$ cat src/pwr_defs.vh
// Address map, field positions and constants of the watchdog and monitor register slice
`ifndef PWR_DEFS_VH
`define PWR_DEFS_VH

// Register indices; byte address is four times the index
`define PWR_IDX_ARM        10'h00F
`define PWR_IDX_TEMP       10'h010
`define PWR_IDX_VOLT       10'h011
`define PWR_ADDR_ARM       12'h03C
`define PWR_ADDR_TEMP      12'h040
`define PWR_ADDR_VOLT      12'h044

// Service sequence bytes and service register read value
`define PWR_SVC_FIRST      8'h55
`define PWR_SVC_SECOND     8'hAA
`define PWR_ARM_READ       8'h00

// Watchdog rate select value meaning disabled
`define PWR_RATE_OFF       3'h0

// Temperature control fields
`define PWR_TC_SRC_SEL     5
`define PWR_TC_SENS_EN     3
`define PWR_TC_STATUS      2
`define PWR_TC_IRQ_EN      1
`define PWR_TC_FLAG        0

// Low-voltage control fields
`define PWR_LV_STATUS      2
`define PWR_LV_IRQ_EN      1
`define PWR_LV_FLAG        0

// Reset values
`define PWR_RST_BIT        1'h0
`define PWR_RST_BYTE       8'h00
`define PWR_RST_WORD       32'h0000_0000
`define PWR_RST_RATE       3'h0

`endif

$ cat src/pwr_regs.v
// Watchdog service register and temperature / low-voltage monitor registers on APB
//
// Decided for this implementation: the APB slave port.
`timescale 1ns/10ps
`default_nettype none
`include "pwr_defs.vh"

module pwr_regs #(
	parameter ADDR_W = 12,
	parameter RATE_W = 3
) (
	input  wire              pclk,
	input  wire              presetn,
	input  wire              psel,
	input  wire              penable,
	input  wire              pwrite,
	input  wire [ADDR_W-1:0] paddr,
	input  wire [31:0]       pwdata,
	output wire [31:0]       prdata,
	output wire              pready,
	output wire              pslverr,
	input  wire [RATE_W-1:0] watchdog_rate_select,
	input  wire              window_mode_bit,
	input  wire              wdog_in_window,
	input  wire              wdog_timeout,
	output wire              wdog_restart,
	output wire              wdog_reset_req,
	input  wire              high_temp_async,
	input  wire              analog_supply_low_async,
	output wire              voltage_source_select,
	output wire              temp_sensor_enable,
	output wire              bandgap_voltage_route,
	output wire              temperature_voltage_route,
	output wire              high_temp_irq,
	output wire              low_volt_irq
);

	// Bus decode
	wire        acc_phase;
	wire        wr_acc;
	wire        setup_phase;
	wire        hit_arm;
	wire        hit_temp;
	wire        hit_volt;
	wire        hit_any;
	wire [7:0]  wbyte;

	// Register state
	reg  [31:0] prdata_r;
	reg         src_sel_r;
	reg         sens_en_r;
	reg         ht_irq_en_r;
	reg         ht_flag_r;
	reg         ht_flag_nxt;
	reg         lv_irq_en_r;
	reg         lv_flag_r;
	reg         lv_flag_nxt;
	reg         armed_r;
	reg         restart_r;
	reg         reset_req_r;
	reg         bg_route_r;
	reg         ht_route_r;
	reg         ht_irq_r;
	reg         lv_irq_r;
	reg  [RATE_W-1:0] rate_prev_r;

	// Watchdog service decode
	wire        wdog_on;
	wire        arm_wr;
	wire        is_first;
	wire        is_second;
	wire        bad_value;
	wire        bad_time;
	wire        svc_done;
	wire        rate_started;

	// Monitor status
	wire        ht_status;
	wire        ht_chg;
	wire        lv_status;
	wire        lv_chg;

	// Read mux
	reg  [7:0]  rd_byte;

	assign setup_phase = psel & ~penable;
	assign acc_phase   = psel & penable;
	assign wr_acc      = acc_phase & pwrite;
	assign hit_arm     = (paddr == `PWR_ADDR_ARM);
	assign hit_temp    = (paddr == `PWR_ADDR_TEMP);
	assign hit_volt    = (paddr == `PWR_ADDR_VOLT);
	assign hit_any     = hit_arm | hit_temp | hit_volt;
	assign wbyte       = pwdata[7:0];

	// Zero wait states; unmapped addresses answer with an error
	assign pready  = 1'h1;
	assign pslverr = acc_phase & ~hit_any;
	assign prdata  = prdata_r;

	// Comparator inputs arrive from the analog domain
	pwr_sync_chg u_temp_sync (
		.pclk    (pclk),
		.presetn (presetn),
		.async_in(high_temp_async),
		.level   (ht_status),
		.changed (ht_chg)
	);

	pwr_sync_chg u_volt_sync (
		.pclk    (pclk),
		.presetn (presetn),
		.async_in(analog_supply_low_async),
		.level   (lv_status),
		.changed (lv_chg)
	);

	// Watchdog service sequence
	assign wdog_on   = (watchdog_rate_select != `PWR_RATE_OFF);
	assign arm_wr    = wr_acc & hit_arm & wdog_on;
	assign is_first  = (wbyte == `PWR_SVC_FIRST);
	assign is_second = (wbyte == `PWR_SVC_SECOND);
	assign bad_value = arm_wr & ~is_first & ~is_second;
	assign bad_time  = arm_wr & window_mode_bit & ~wdog_in_window;
	assign svc_done  = arm_wr & is_second & armed_r & ~bad_time;

	// Period starts when the rate leaves the disabled value
	assign rate_started = wdog_on & (rate_prev_r == `PWR_RATE_OFF);

	always @(posedge pclk or negedge presetn) begin
		if (!presetn) begin
			armed_r     <= `PWR_RST_BIT;
			restart_r   <= `PWR_RST_BIT;
			reset_req_r <= `PWR_RST_BIT;
			rate_prev_r <= `PWR_RST_RATE;
		end else begin
			rate_prev_r <= watchdog_rate_select;
			restart_r   <= svc_done | rate_started;
			// Single-cycle request to the reset controller
			reset_req_r <= bad_value | bad_time | (wdog_on & wdog_timeout);
			if (!wdog_on) begin
				armed_r <= 1'h0;
			end else if (arm_wr & is_first & ~bad_time) begin
				armed_r <= 1'h1;
			end else if (arm_wr) begin
				armed_r <= 1'h0;
			end
		end
	end

	assign wdog_restart   = restart_r;
	assign wdog_reset_req = reset_req_r;

	// Flags: a change in the clearing cycle wins over the clear
	always @* begin
		ht_flag_nxt = ht_flag_r;
		lv_flag_nxt = lv_flag_r;
		if (wr_acc & hit_temp & wbyte[`PWR_TC_FLAG]) begin
			ht_flag_nxt = 1'h0;
		end
		if (wr_acc & hit_volt & wbyte[`PWR_LV_FLAG]) begin
			lv_flag_nxt = 1'h0;
		end
		if (ht_chg) begin
			ht_flag_nxt = 1'h1;
		end
		if (lv_chg) begin
			lv_flag_nxt = 1'h1;
		end
	end

	// Control registers
	always @(posedge pclk or negedge presetn) begin
		if (!presetn) begin
			src_sel_r   <= `PWR_RST_BIT;
			sens_en_r   <= `PWR_RST_BIT;
			ht_irq_en_r <= `PWR_RST_BIT;
			ht_flag_r   <= `PWR_RST_BIT;
			lv_irq_en_r <= `PWR_RST_BIT;
			lv_flag_r   <= `PWR_RST_BIT;
		end else begin
			ht_flag_r <= ht_flag_nxt;
			lv_flag_r <= lv_flag_nxt;
			if (wr_acc & hit_temp) begin
				src_sel_r   <= wbyte[`PWR_TC_SRC_SEL];
				sens_en_r   <= wbyte[`PWR_TC_SENS_EN];
				ht_irq_en_r <= wbyte[`PWR_TC_IRQ_EN];
			end
			if (wr_acc & hit_volt) begin
				lv_irq_en_r <= wbyte[`PWR_LV_IRQ_EN];
			end
		end
	end

	// Analog routing and interrupt outputs
	always @(posedge pclk or negedge presetn) begin
		if (!presetn) begin
			bg_route_r <= `PWR_RST_BIT;
			ht_route_r <= `PWR_RST_BIT;
			ht_irq_r   <= `PWR_RST_BIT;
			lv_irq_r   <= `PWR_RST_BIT;
		end else begin
			bg_route_r <= sens_en_r & src_sel_r;
			ht_route_r <= sens_en_r & ~src_sel_r;
			ht_irq_r   <= ht_flag_nxt & ht_irq_en_r;
			lv_irq_r   <= lv_flag_nxt & lv_irq_en_r;
		end
	end

	assign voltage_source_select     = src_sel_r;
	assign temp_sensor_enable        = sens_en_r;
	assign bandgap_voltage_route     = bg_route_r;
	assign temperature_voltage_route = ht_route_r;
	assign high_temp_irq             = ht_irq_r;
	assign low_volt_irq              = lv_irq_r;

	// Read data
	always @* begin
		rd_byte = `PWR_RST_BYTE;
		if (hit_arm) begin
			rd_byte = `PWR_ARM_READ;
		end else if (hit_temp) begin
			rd_byte[`PWR_TC_SRC_SEL] = src_sel_r;
			rd_byte[`PWR_TC_SENS_EN] = sens_en_r;
			rd_byte[`PWR_TC_STATUS]  = ht_status;
			rd_byte[`PWR_TC_IRQ_EN]  = ht_irq_en_r;
			rd_byte[`PWR_TC_FLAG]    = ht_flag_r;
		end else if (hit_volt) begin
			rd_byte[`PWR_LV_STATUS] = lv_status;
			rd_byte[`PWR_LV_IRQ_EN] = lv_irq_en_r;
			rd_byte[`PWR_LV_FLAG]   = lv_flag_r;
		end
	end

	// Read data is captured in the setup cycle
	always @(posedge pclk or negedge presetn) begin
		if (!presetn) begin
			prdata_r <= `PWR_RST_WORD;
		end else if (setup_phase) begin
			prdata_r <= {24'h000000, rd_byte};
		end
	end

endmodule // pwr_regs

`default_nettype wire

$ cat src/pwr_sync_chg.v
// Two-stage synchroniser with level change detection
`timescale 1ns/10ps
`default_nettype none
`include "pwr_defs.vh"

module pwr_sync_chg (
	input  wire pclk,
	input  wire presetn,
	input  wire async_in,
	output wire level,
	output wire changed
);

	reg sync1_r;
	reg sync2_r;
	reg level_r;

	always @(posedge pclk or negedge presetn) begin
		if (!presetn) begin
			sync1_r <= `PWR_RST_BIT;
			sync2_r <= `PWR_RST_BIT;
			level_r <= `PWR_RST_BIT;
		end else begin
			sync1_r <= async_in;
			sync2_r <= sync1_r;
			level_r <= sync2_r;
		end
	end

	// One pulse per settled level change
	assign level   = level_r;
	assign changed = sync2_r ^ level_r;

endmodule // pwr_sync_chg

`default_nettype wire

$ cat config.mk
export PLATFORM = sky130hd
export DESIGN_NAME = pwr_regs
export DESIGN_NICKNAME = d
export VERILOG_FILES = /design/src/pwr_regs.v /design/src/pwr_sync_chg.v
export VERILOG_INCLUDE_DIRS = /design/src
export SDC_FILE = /design/constraint.sdc
export NUM_CORES = 1
export LEC_CHECK = 0
export ABC_AREA = 1
export BUFFER_PORTS_ARGS = -buffer_cell sky130_fd_sc_hd__buf_2
export CORE_UTILIZATION = 42
export DETAILED_ROUTE_END_ITERATION = 6
export HOLD_SLACK_MARGIN = 0.12
export PLACE_DENSITY = 0.76
export SETUP_SLACK_MARGIN = 0.5
export SYNTH_ARGS = -nofsm -noshare
export SYNTH_HDL_FRONTEND = slang
export SYNTH_SLANG_ARGS = --single-unit
$ cat constraint.sdc
create_clock -name pclk -period 0.91 [get_ports pclk]
set_clock_uncertainty 0.05 [all_clocks]
set_input_delay 0.091 -clock pclk [delete_from_list [all_inputs] [get_ports pclk]]
set_output_delay 0.091 -clock pclk [all_outputs]
set_load 0.005 [all_outputs]
Yosys cells after proc, flatten, opt, wreduce, memory -nomap -nowiden --
Cells that the tools add are included.
Word-level totals: flip-flop bits (word level) 27, word-level logic and storage cells 81, input bits 57, output and inout port bits 42
Cells by class: equality and inequality tests 6, mux-type cells 13, reduce and logical (&&, ||, !) cells 2, bitwise operators 39
Operator list (count):
- bitwise AND 1 bit | 25
- equality test 12 x 7 -> 1 bit, second input constant | 2
- equality test 12 x 6 -> 1 bit, second input constant | 1
- 2-to-1 mux 1 bit | 10
- equality test 8 x 7 -> 1 bit, second input constant | 1
- equality test 8 bit, second input constant | 1
- NOT 1 bit | 7
- 2-to-1 mux 3 bit | 2
- OR 1 bit | 5
- 2-to-1 mux 4 bit | 1
- logical NOT 3 bit | 1
- != test 3 x 1 -> 1 bit, second input constant | 1
- nonzero test 3 bit | 1
- bitwise XOR 1 bit | 2

Longest topological paths before layout --
Gate-level depths: netlist (run 1).
word-level depth 10, gate-level depth with buffers 9, gate-level depth less buffers 9

Cells and area by module --
Synthesis (run 1) repeated with hierarchy kept, for this count alone.
Unflattened totals: cells, all modules 191, area, all modules 1527.7 sq um
Modules (own cells, without submodules):
- pwr_regs | instances 1, area an instance 1340.0 sq um, cells each 175, seq. area each 525.5 sq um
- pwr_sync_chg | instances 2, area an instance 93.8 sq um, cells each 8, seq. area each 75.1 sq um

Worst setup path after synthesis (run 1) --
Ideal clock, no wire load.
path kind in2reg, start input port paddr[4], end register sens_en_r (netlist: temp_sensor_enable), required time 742 ps, buffers on the path 0, setup slack 0 ps, data arrival time 741 ps, cell stages on the path 8, setup time 118 ps, cell sequence nor2_1 -> nand2_2 -> nor2_8 -> nand2_4 -> clkinv_2 -> nand2_4 -> nand2_1 -> o21ai_2
On the way: cells in the longest elaborated chain, start to end 2
Ends and longest elaborated chain:
- start, declared | RTL line pwr_regs.v:17 | input wire [ADDR_W-1:0] paddr,
- equality test 12 x 7 -> 1 bit (no source line)
- bitwise AND 1 bit | RTL line pwr_regs.v:183 | if (wr_acc & hit_temp) begin
- end signal, assigned | RTL line pwr_regs.v:175 | sens_en_r <= `PWR_RST_BIT;
- end signal, assigned | RTL line pwr_regs.v:185 | sens_en_r <= wbyte[`PWR_TC_SENS_EN];
- end, declared | RTL line pwr_regs.v:51 | reg sens_en_r;
Every way passes these cells. A chain may end at the register's enable or synchronous reset.

Worst setup path after layout (run 1) --
start register prdata_r[5] (netlist: prdata[5]), end output port prdata[5]
RTL lines:
- start, declared | RTL line pwr_regs.v:49 | reg [31:0] prdata_r;
- start signal, assigned | RTL line pwr_regs.v:237 | prdata_r <= `PWR_RST_WORD;
- start signal, assigned | RTL line pwr_regs.v:239 | prdata_r <= {24'h000000, rd_byte};
- end, declared | RTL line pwr_regs.v:19 | output wire [31:0] prdata,
No word-level cell between the ends.

==> results.md, run 1 <==
- Largest net degree at the start of global routing: 16
- Final cell count without fillers: 301
- Final hold violation count: 33
- DR WL/cell: 9.85 um
- Tcrit/Tclk final: 110%
- Die Width: 62.1 um
- First-pass GRT wire length: 4.60 mm
- Fmax: 999 MHz
- Max-cap violations: 0
- Cell Pwr Density: 950 mW/mm^2
- Post-route ant nets: 0
- ANT cells: 0
- Ratio of cells with drive above 1 in the final layout: 48.2%
- P_sw: 0.542 mW
- Unrepaired setup endpoints after global routing: true
- Clk sink count: 27
- Setup crit start kind: flip-flop
- Mean Syn Cell Area: 8.28 sq um
- Setup crit start: prdata[5]
- Worst-Skew Late Latency: 0.31 ns
- CP max-delay cell: dfrtp_1
- Final Slew Violations: 0
- Synthesized area: 0.00152 sq mm
- CP bufs+invs: 1
- Critical Path Stages: 1
- CTS tree: done
- Vias in the first global route: 1103
- Reg area: 676 sq um
- Clock tree buffer depth: 2
- Filler Cell Count: 280
- Internal power: 1.56 mW
- Overflow after GRT: 0
- CP max stage delay: 0.41 ns
- Gr usage total: 16.4%
- Clock power share: 23.6%
- DR vias/cell: 4.21
- Final worst path period need: 1.00 ns
- Placed Cells: 281
- Failing checks: negative hold slack, negative setup slack
- Status: finished with violations
- Fin Hold WS: -0.413 ns
- Area of the multi-input gates: 810 sq um
- Combinational power share: 17.3%
- IO Pins: 99
- Vias: 1266
- HP Class: primary input to asynchronous set/reset pin
- CP delay by family, top: flip-flops
- Initial antenna violation count: 0
- Core Area: 0.00339 sq mm
- Crit path capture type: output port
- Crit-path cells: buf_2
- Drt initial violations: 29
- Detailed Place HPWL: 2.09 mm
- Yosys reg bits: 27
- Data arrival, critical path: 0.86 ns
- # H-tree levels: 1
- Post-synthesis cell count: 183
- Number of library cell types mapped by synthesis: 23
- Flop2flop setup slack: 0.02 ns
- Fin worst setup slack: -0.0914 ns
- Crit path max fanout: 2
- Final setup vio count: 14
- Buffers on Ports: 46
- TNS Setup: -0.839 ns
- CP required: 0.77 ns
- Crit path to: prdata[5]
- Die Area: 0.00385 sq mm
- Routability cong.: 0.779
- Site row count: 21
- Sequential Power Share: 59.1%
- CTS Buf Count: 3
- Starting density of the core: 44.7%
- Maximum vdd drop: 0.990 mV
- Post-route DRC violation count: 0
- Pre-Repair DR Iteration Count: 4
- R2R Path End: prdata[5]
- Die Y: 62.1 um
- Root Buffer: clkbuf_4
- Area grow syn2layout: 45.7%
- Syn. warnings: 0
- Max FFs per register: 5
- Switch share: 25.8%
- Critical path type: flip-flop to output port
- Reg-to-Reg Start: voltage_source_select
- Static Leak: 1.21 nW
- Sequential area share after synthesis: 44.6%
- Clk slew on worst S/H paths: 0.14 ns
- Total wire length: 2.96 mm
- R2R depth: 4
- Nets: 313
-- metal layers --
metal	track usage (%)	vias up	wire length, um
li1	-	644	-
met1	19.7	578	1150
met2	29.3	38	1640
met3	4.35	6	130
met4	3.81	0	45
met5	0	-	0
-- kinds of logic after synthesis --
kind of cell / Yosys count / synth area share, %
buf+inv: 53 / 20.1
simple gates: 92 / 30.5
compound gates: 7 / 3.14
flops: 27 / 44.6
other cells: 2 / 0.496
xor+xnor: 2 / 1.16
-- layout by cell type, fill, tap and decap left out, types with 2 or more instances in the layout --
cell type	n
buf_6	16
clkbuf_4	3
nand2_4	4
nand3_4	2
xnor2_2	2
nand2_8	2
conb_1	28
nand3_2	5
o21ai_2	3
nand4_1	4
inv_2	2
inv_1	18
inv_4	2
nor2_1	15
nand2_1	33
buf_4	12
dfrtp_1	27
nor2_4	10
nand3_1	3
buf_8	2
nand2_2	9
nor3_2	2
buf_2	39
-- worst min path at each step --
| stage | start | end | slack [ns] | depth (start not counted) |
|---|---|---|---|---|
| after floorplan | presetn | armed_r | -0.25 | 0 |
| after global placement | presetn | high_temp_irq | -0.05 | 1 |
| after detailed placement | presetn | high_temp_irq | -0.05 | 1 |
| after CTS | presetn | lv_irq_en_r | -0.41 | 1 |
| after global routing | presetn | lv_irq_en_r | -0.43 | 1 |
| final | presetn | high_temp_irq | -0.41 | 1 |
-- per-stage QoR --
stage                     setup WS [ns]  area [sq um]  util [%]  power, mW
after global placement           -0.209          1830      53.9       1.55
after detailed placement         -0.234          1830      53.9       1.56
after floorplan                 0.00965          1680         -       1.48
after global routing             -0.148          2210      65.2       2.24
final                           -0.0914          2210      65.2       2.10
after CTS                       -0.0889          2050      60.5       2.10
-- area by class of cell --
type | instances | area share, %
repair buffers | 70 | 23.3
well taps | 46 | 2.61
inverters | 25 | 5.61
multi-input cells | 129 | 36.7
clock buffers | 4 | 1.19
flip-flops and latches | 27 | 30.6
-- power groups by stage --
stage / Combinational, mW / Clock [mW] / Sequential [mW]
6_report: 0.363 / 0.496 / 1.24
5_1_grt: 0.408 / 0.584 / 1.24
4_1_cts: 0.335 / 0.524 / 1.24
3_5_place_dp: 0.298 / 0 / 1.26
3_3_place_gp: 0.291 / 0 / 1.26
2_1_floorplan: 0.221 / 0 / 1.26
-- worst reg2reg max path, delay by kind of cell, from the launching register on --
family / cells / cell delay (ns)
flops: 1 / 0.40
simple gates: 2 / 0.11
buf+inv: 2 / 0.25
-- synth_stat cells --
master     n  share of area [%]
nor2_2     1               0.41
a211oi_1   1               0.50
nor2_8     1                1.3
conb_1     2               0.50
clkinv_2   1               0.33
nor2_1    20                5.0
nand2_2    2               0.83
dfrtp_1   27                 45
o21ai_0    1               0.33
nand3_1    9                3.0
inv_1     24                5.9
nand4_1    4                1.7
nor2_4     5                3.7
o211ai_1   1               0.50
nand2_1   43                 11
nand2_4    3                2.2
o21ai_2    2                1.2
buf_4     28                 14
nand3_2    1               0.66
xnor2_1    2                1.2
or2_1      1               0.41
a21oi_1    2               0.66
nor3_1     2               0.66
-- what timing repair did --
item	in CTS	in global routing
setup endpoints to repair	36	36
gates resized for setup	27	31
pin swaps	24	20
gates cloned	0	0
endpoints found under the hold margin	40	40
setup buffers	11	5
Power figures use the tool's default switching activity.
==> run 2: changes to the inputs <==
--- a/config.mk
+++ b/config.mk
@@ -11,8 +11,7 @@
 export CORE_UTILIZATION = 42
 export DETAILED_ROUTE_END_ITERATION = 6
 export HOLD_SLACK_MARGIN = 0.12
-export PLACE_DENSITY = 0.76
-export SETUP_SLACK_MARGIN = 0.5
+export PLACE_DENSITY = 0.8
 export SYNTH_ARGS = -nofsm -noshare
 export SYNTH_HDL_FRONTEND = slang
 export SYNTH_SLANG_ARGS = --single-unit
==> results.md, run 2 (synthesis gave the netlist of run 1 again) <==
- Reg area: 676 sq um
- Crit-path cells: buf_2
- Crit path max fanout: 2
- Core Area: 0.00339 sq mm
- Max FFs per register: 5
- Routability cong.: 0.794
- Die Y: 62.1 um
- Buffers on Ports: 46
- Worst-Skew Late Latency: 0.31 ns
- Ratio of cells with drive above 1 in the final layout: 37.9%
- Root Buffer: clkbuf_4
- Post-route ant nets: 0
- Status: finished with violations
- # H-tree levels: 1
- Cell Pwr Density: 1010 mW/mm^2
- Fmax: 1020 MHz
- CP required: 0.77 ns
- Gr usage total: 16.8%
- Setup crit start: temp_sensor_enable
- Fin worst setup slack: -0.0724 ns
- Final cell count without fillers: 307
- Nets: 319
- Max-cap violations: 0
- IO Pins: 99
- Vias in the first global route: 1197
- Final worst path period need: 0.982 ns
- Pre-Repair DR Iteration Count: 4
- CP delay by family, top: flip-flops
- Placed Cells: 281
- Min-delay src: wdog_in_window
- DR vias/cell: 4.28
- CTS Buf Count: 3
- Tcrit/Tclk final: 108%
- Commonest non-fill, non-tap cell in the layout: buf_2
- CP max stage delay: 0.40 ns
- Maximum vdd drop: 0.989 mV
- Filler Cell Count: 314
- Site row count: 21
- Final hold violation count: 0
- Overall Power: 2.08 mW
- Largest net degree at the start of global routing: 28
- Hold Buf Count CTS: 11
- Drt initial violations: 40
- Failing checks: negative setup slack
- Die Width: 62.1 um
- Reg-to-Reg Start: u_temp_sync.sync2_r
- Detailed Place HPWL: 2.08 mm
- First-pass GRT wire length: 4.78 mm
- Area grow syn2layout: 36.2%
- Overflow after GRT: 0
- Fin Hold WS: 0.0238 ns
- Clk sink count: 27
- CP bufs+invs: 1
- CP max-delay cell: dfrtp_1
- Vias: 1314
- Crit path capture type: output port
- Final setup vio count: 14
- HP Class: primary input to flip-flop
- Data arrival, critical path: 0.84 ns
- Initial antenna violation count: 0
- Clk slew on worst S/H paths: 0.14 ns
- ANT cells: 0
- Static Leak: 1.20 nW
- Final Slew Violations: 0
- DR WL/cell: 9.59 um
- Area of the multi-input gates: 697 sq um
- CTS tree: done
- Die Area: 0.00385 sq mm
- Total wire length: 2.95 mm
- Setup crit start kind: flip-flop
- Unrepaired setup endpoints after global routing: true
- Clock tree buffer depth: 2
- Post-route DRC violation count: 0
- Most frequent cells in the layout: buf_2 (42), nand2_1 (41), conb_1 (28)
- Critical path type: flip-flop to output port
- Starting density of the core: 44.7%
## run 2: changes by cell type in the layout (fill, tap and decap cells not counted), sizes merged
cell / before / now
buf: 70 / 66
inv: 25 / 24
clkinv: 0 / 1
dlygate4sd3: 0 / 10
## run 2: worst reg2reg max path, cell delays in order, from the launching register on
cell and delay [ns]:
dfrtp_1 0.46, xnor2_2 0.19, a21oi_1 0.09
## run 2: per-stage QoR
stage,cell area [sq um],worst slack [ns],TNS [ns],utilization (%)
floorplan,1610,0.000401,0,-
global placement,1750,-0.171,-2.13,51.6
detailed placement,1750,-0.214,-2.63,51.6
CTS,2010,-0.0813,-1.00,59.4
global route,2060,-0.133,-1.53,60.9
finish,2060,-0.0724,-0.765,60.9
## run 2: layer usage
metal | global-route usage (%) | vias up | share of wire, %
li1 | - | 656 | -
met1 | 17.8 | 625 | 36
met2 | 34.7 | 31 | 59
met3 | 3.73 | 2 | 3.9
met4 | 0.952 | 0 | 0.58
met5 | 0 | - | 0
## run 2: cell type report
class                           instances  share of cell area (%)
Clock buffer                            4                    1.27
Multi-Input combinational cell        129                    33.8
Timing Repair Buffer                   76                    24.7
Sequential cell                        27                    32.7
Inverter                               25                    4.73
Tap cell                               46                    2.79
## run 2: path summary, 6_finish.rpt
path	endpoint	slack, ns	depth (start not counted)
worst max-delay path	temp_sensor_enable	-0.07	1
worst min-delay path	wdog_reset_req	0.02	4
worst max register to register	high_temp_irq	0.02	2
worst min register to register	u_volt_sync.sync2_r	0.32	0
max in group asynchronous	armed_r	0.34	3
min in group asynchronous	ht_flag_r	0.22	3
## run 2: where the power goes
part | internal (mW) | total (mW) | switching (mW)
Sequential | 1.22 | 1.24 | 0.0151
Combinational | 0.160 | 0.343 | 0.183
Clock | 0.171 | 0.501 | 0.330
Total | 1.56 | 2.08 | 0.529
## run 2: repair_timing
item,in CTS,in global routing
setup endpoints to repair,14,24
buffers inserted,11,1
hold endpoints to repair,38,3
pin swaps,6,8
gates resized for setup,14,12
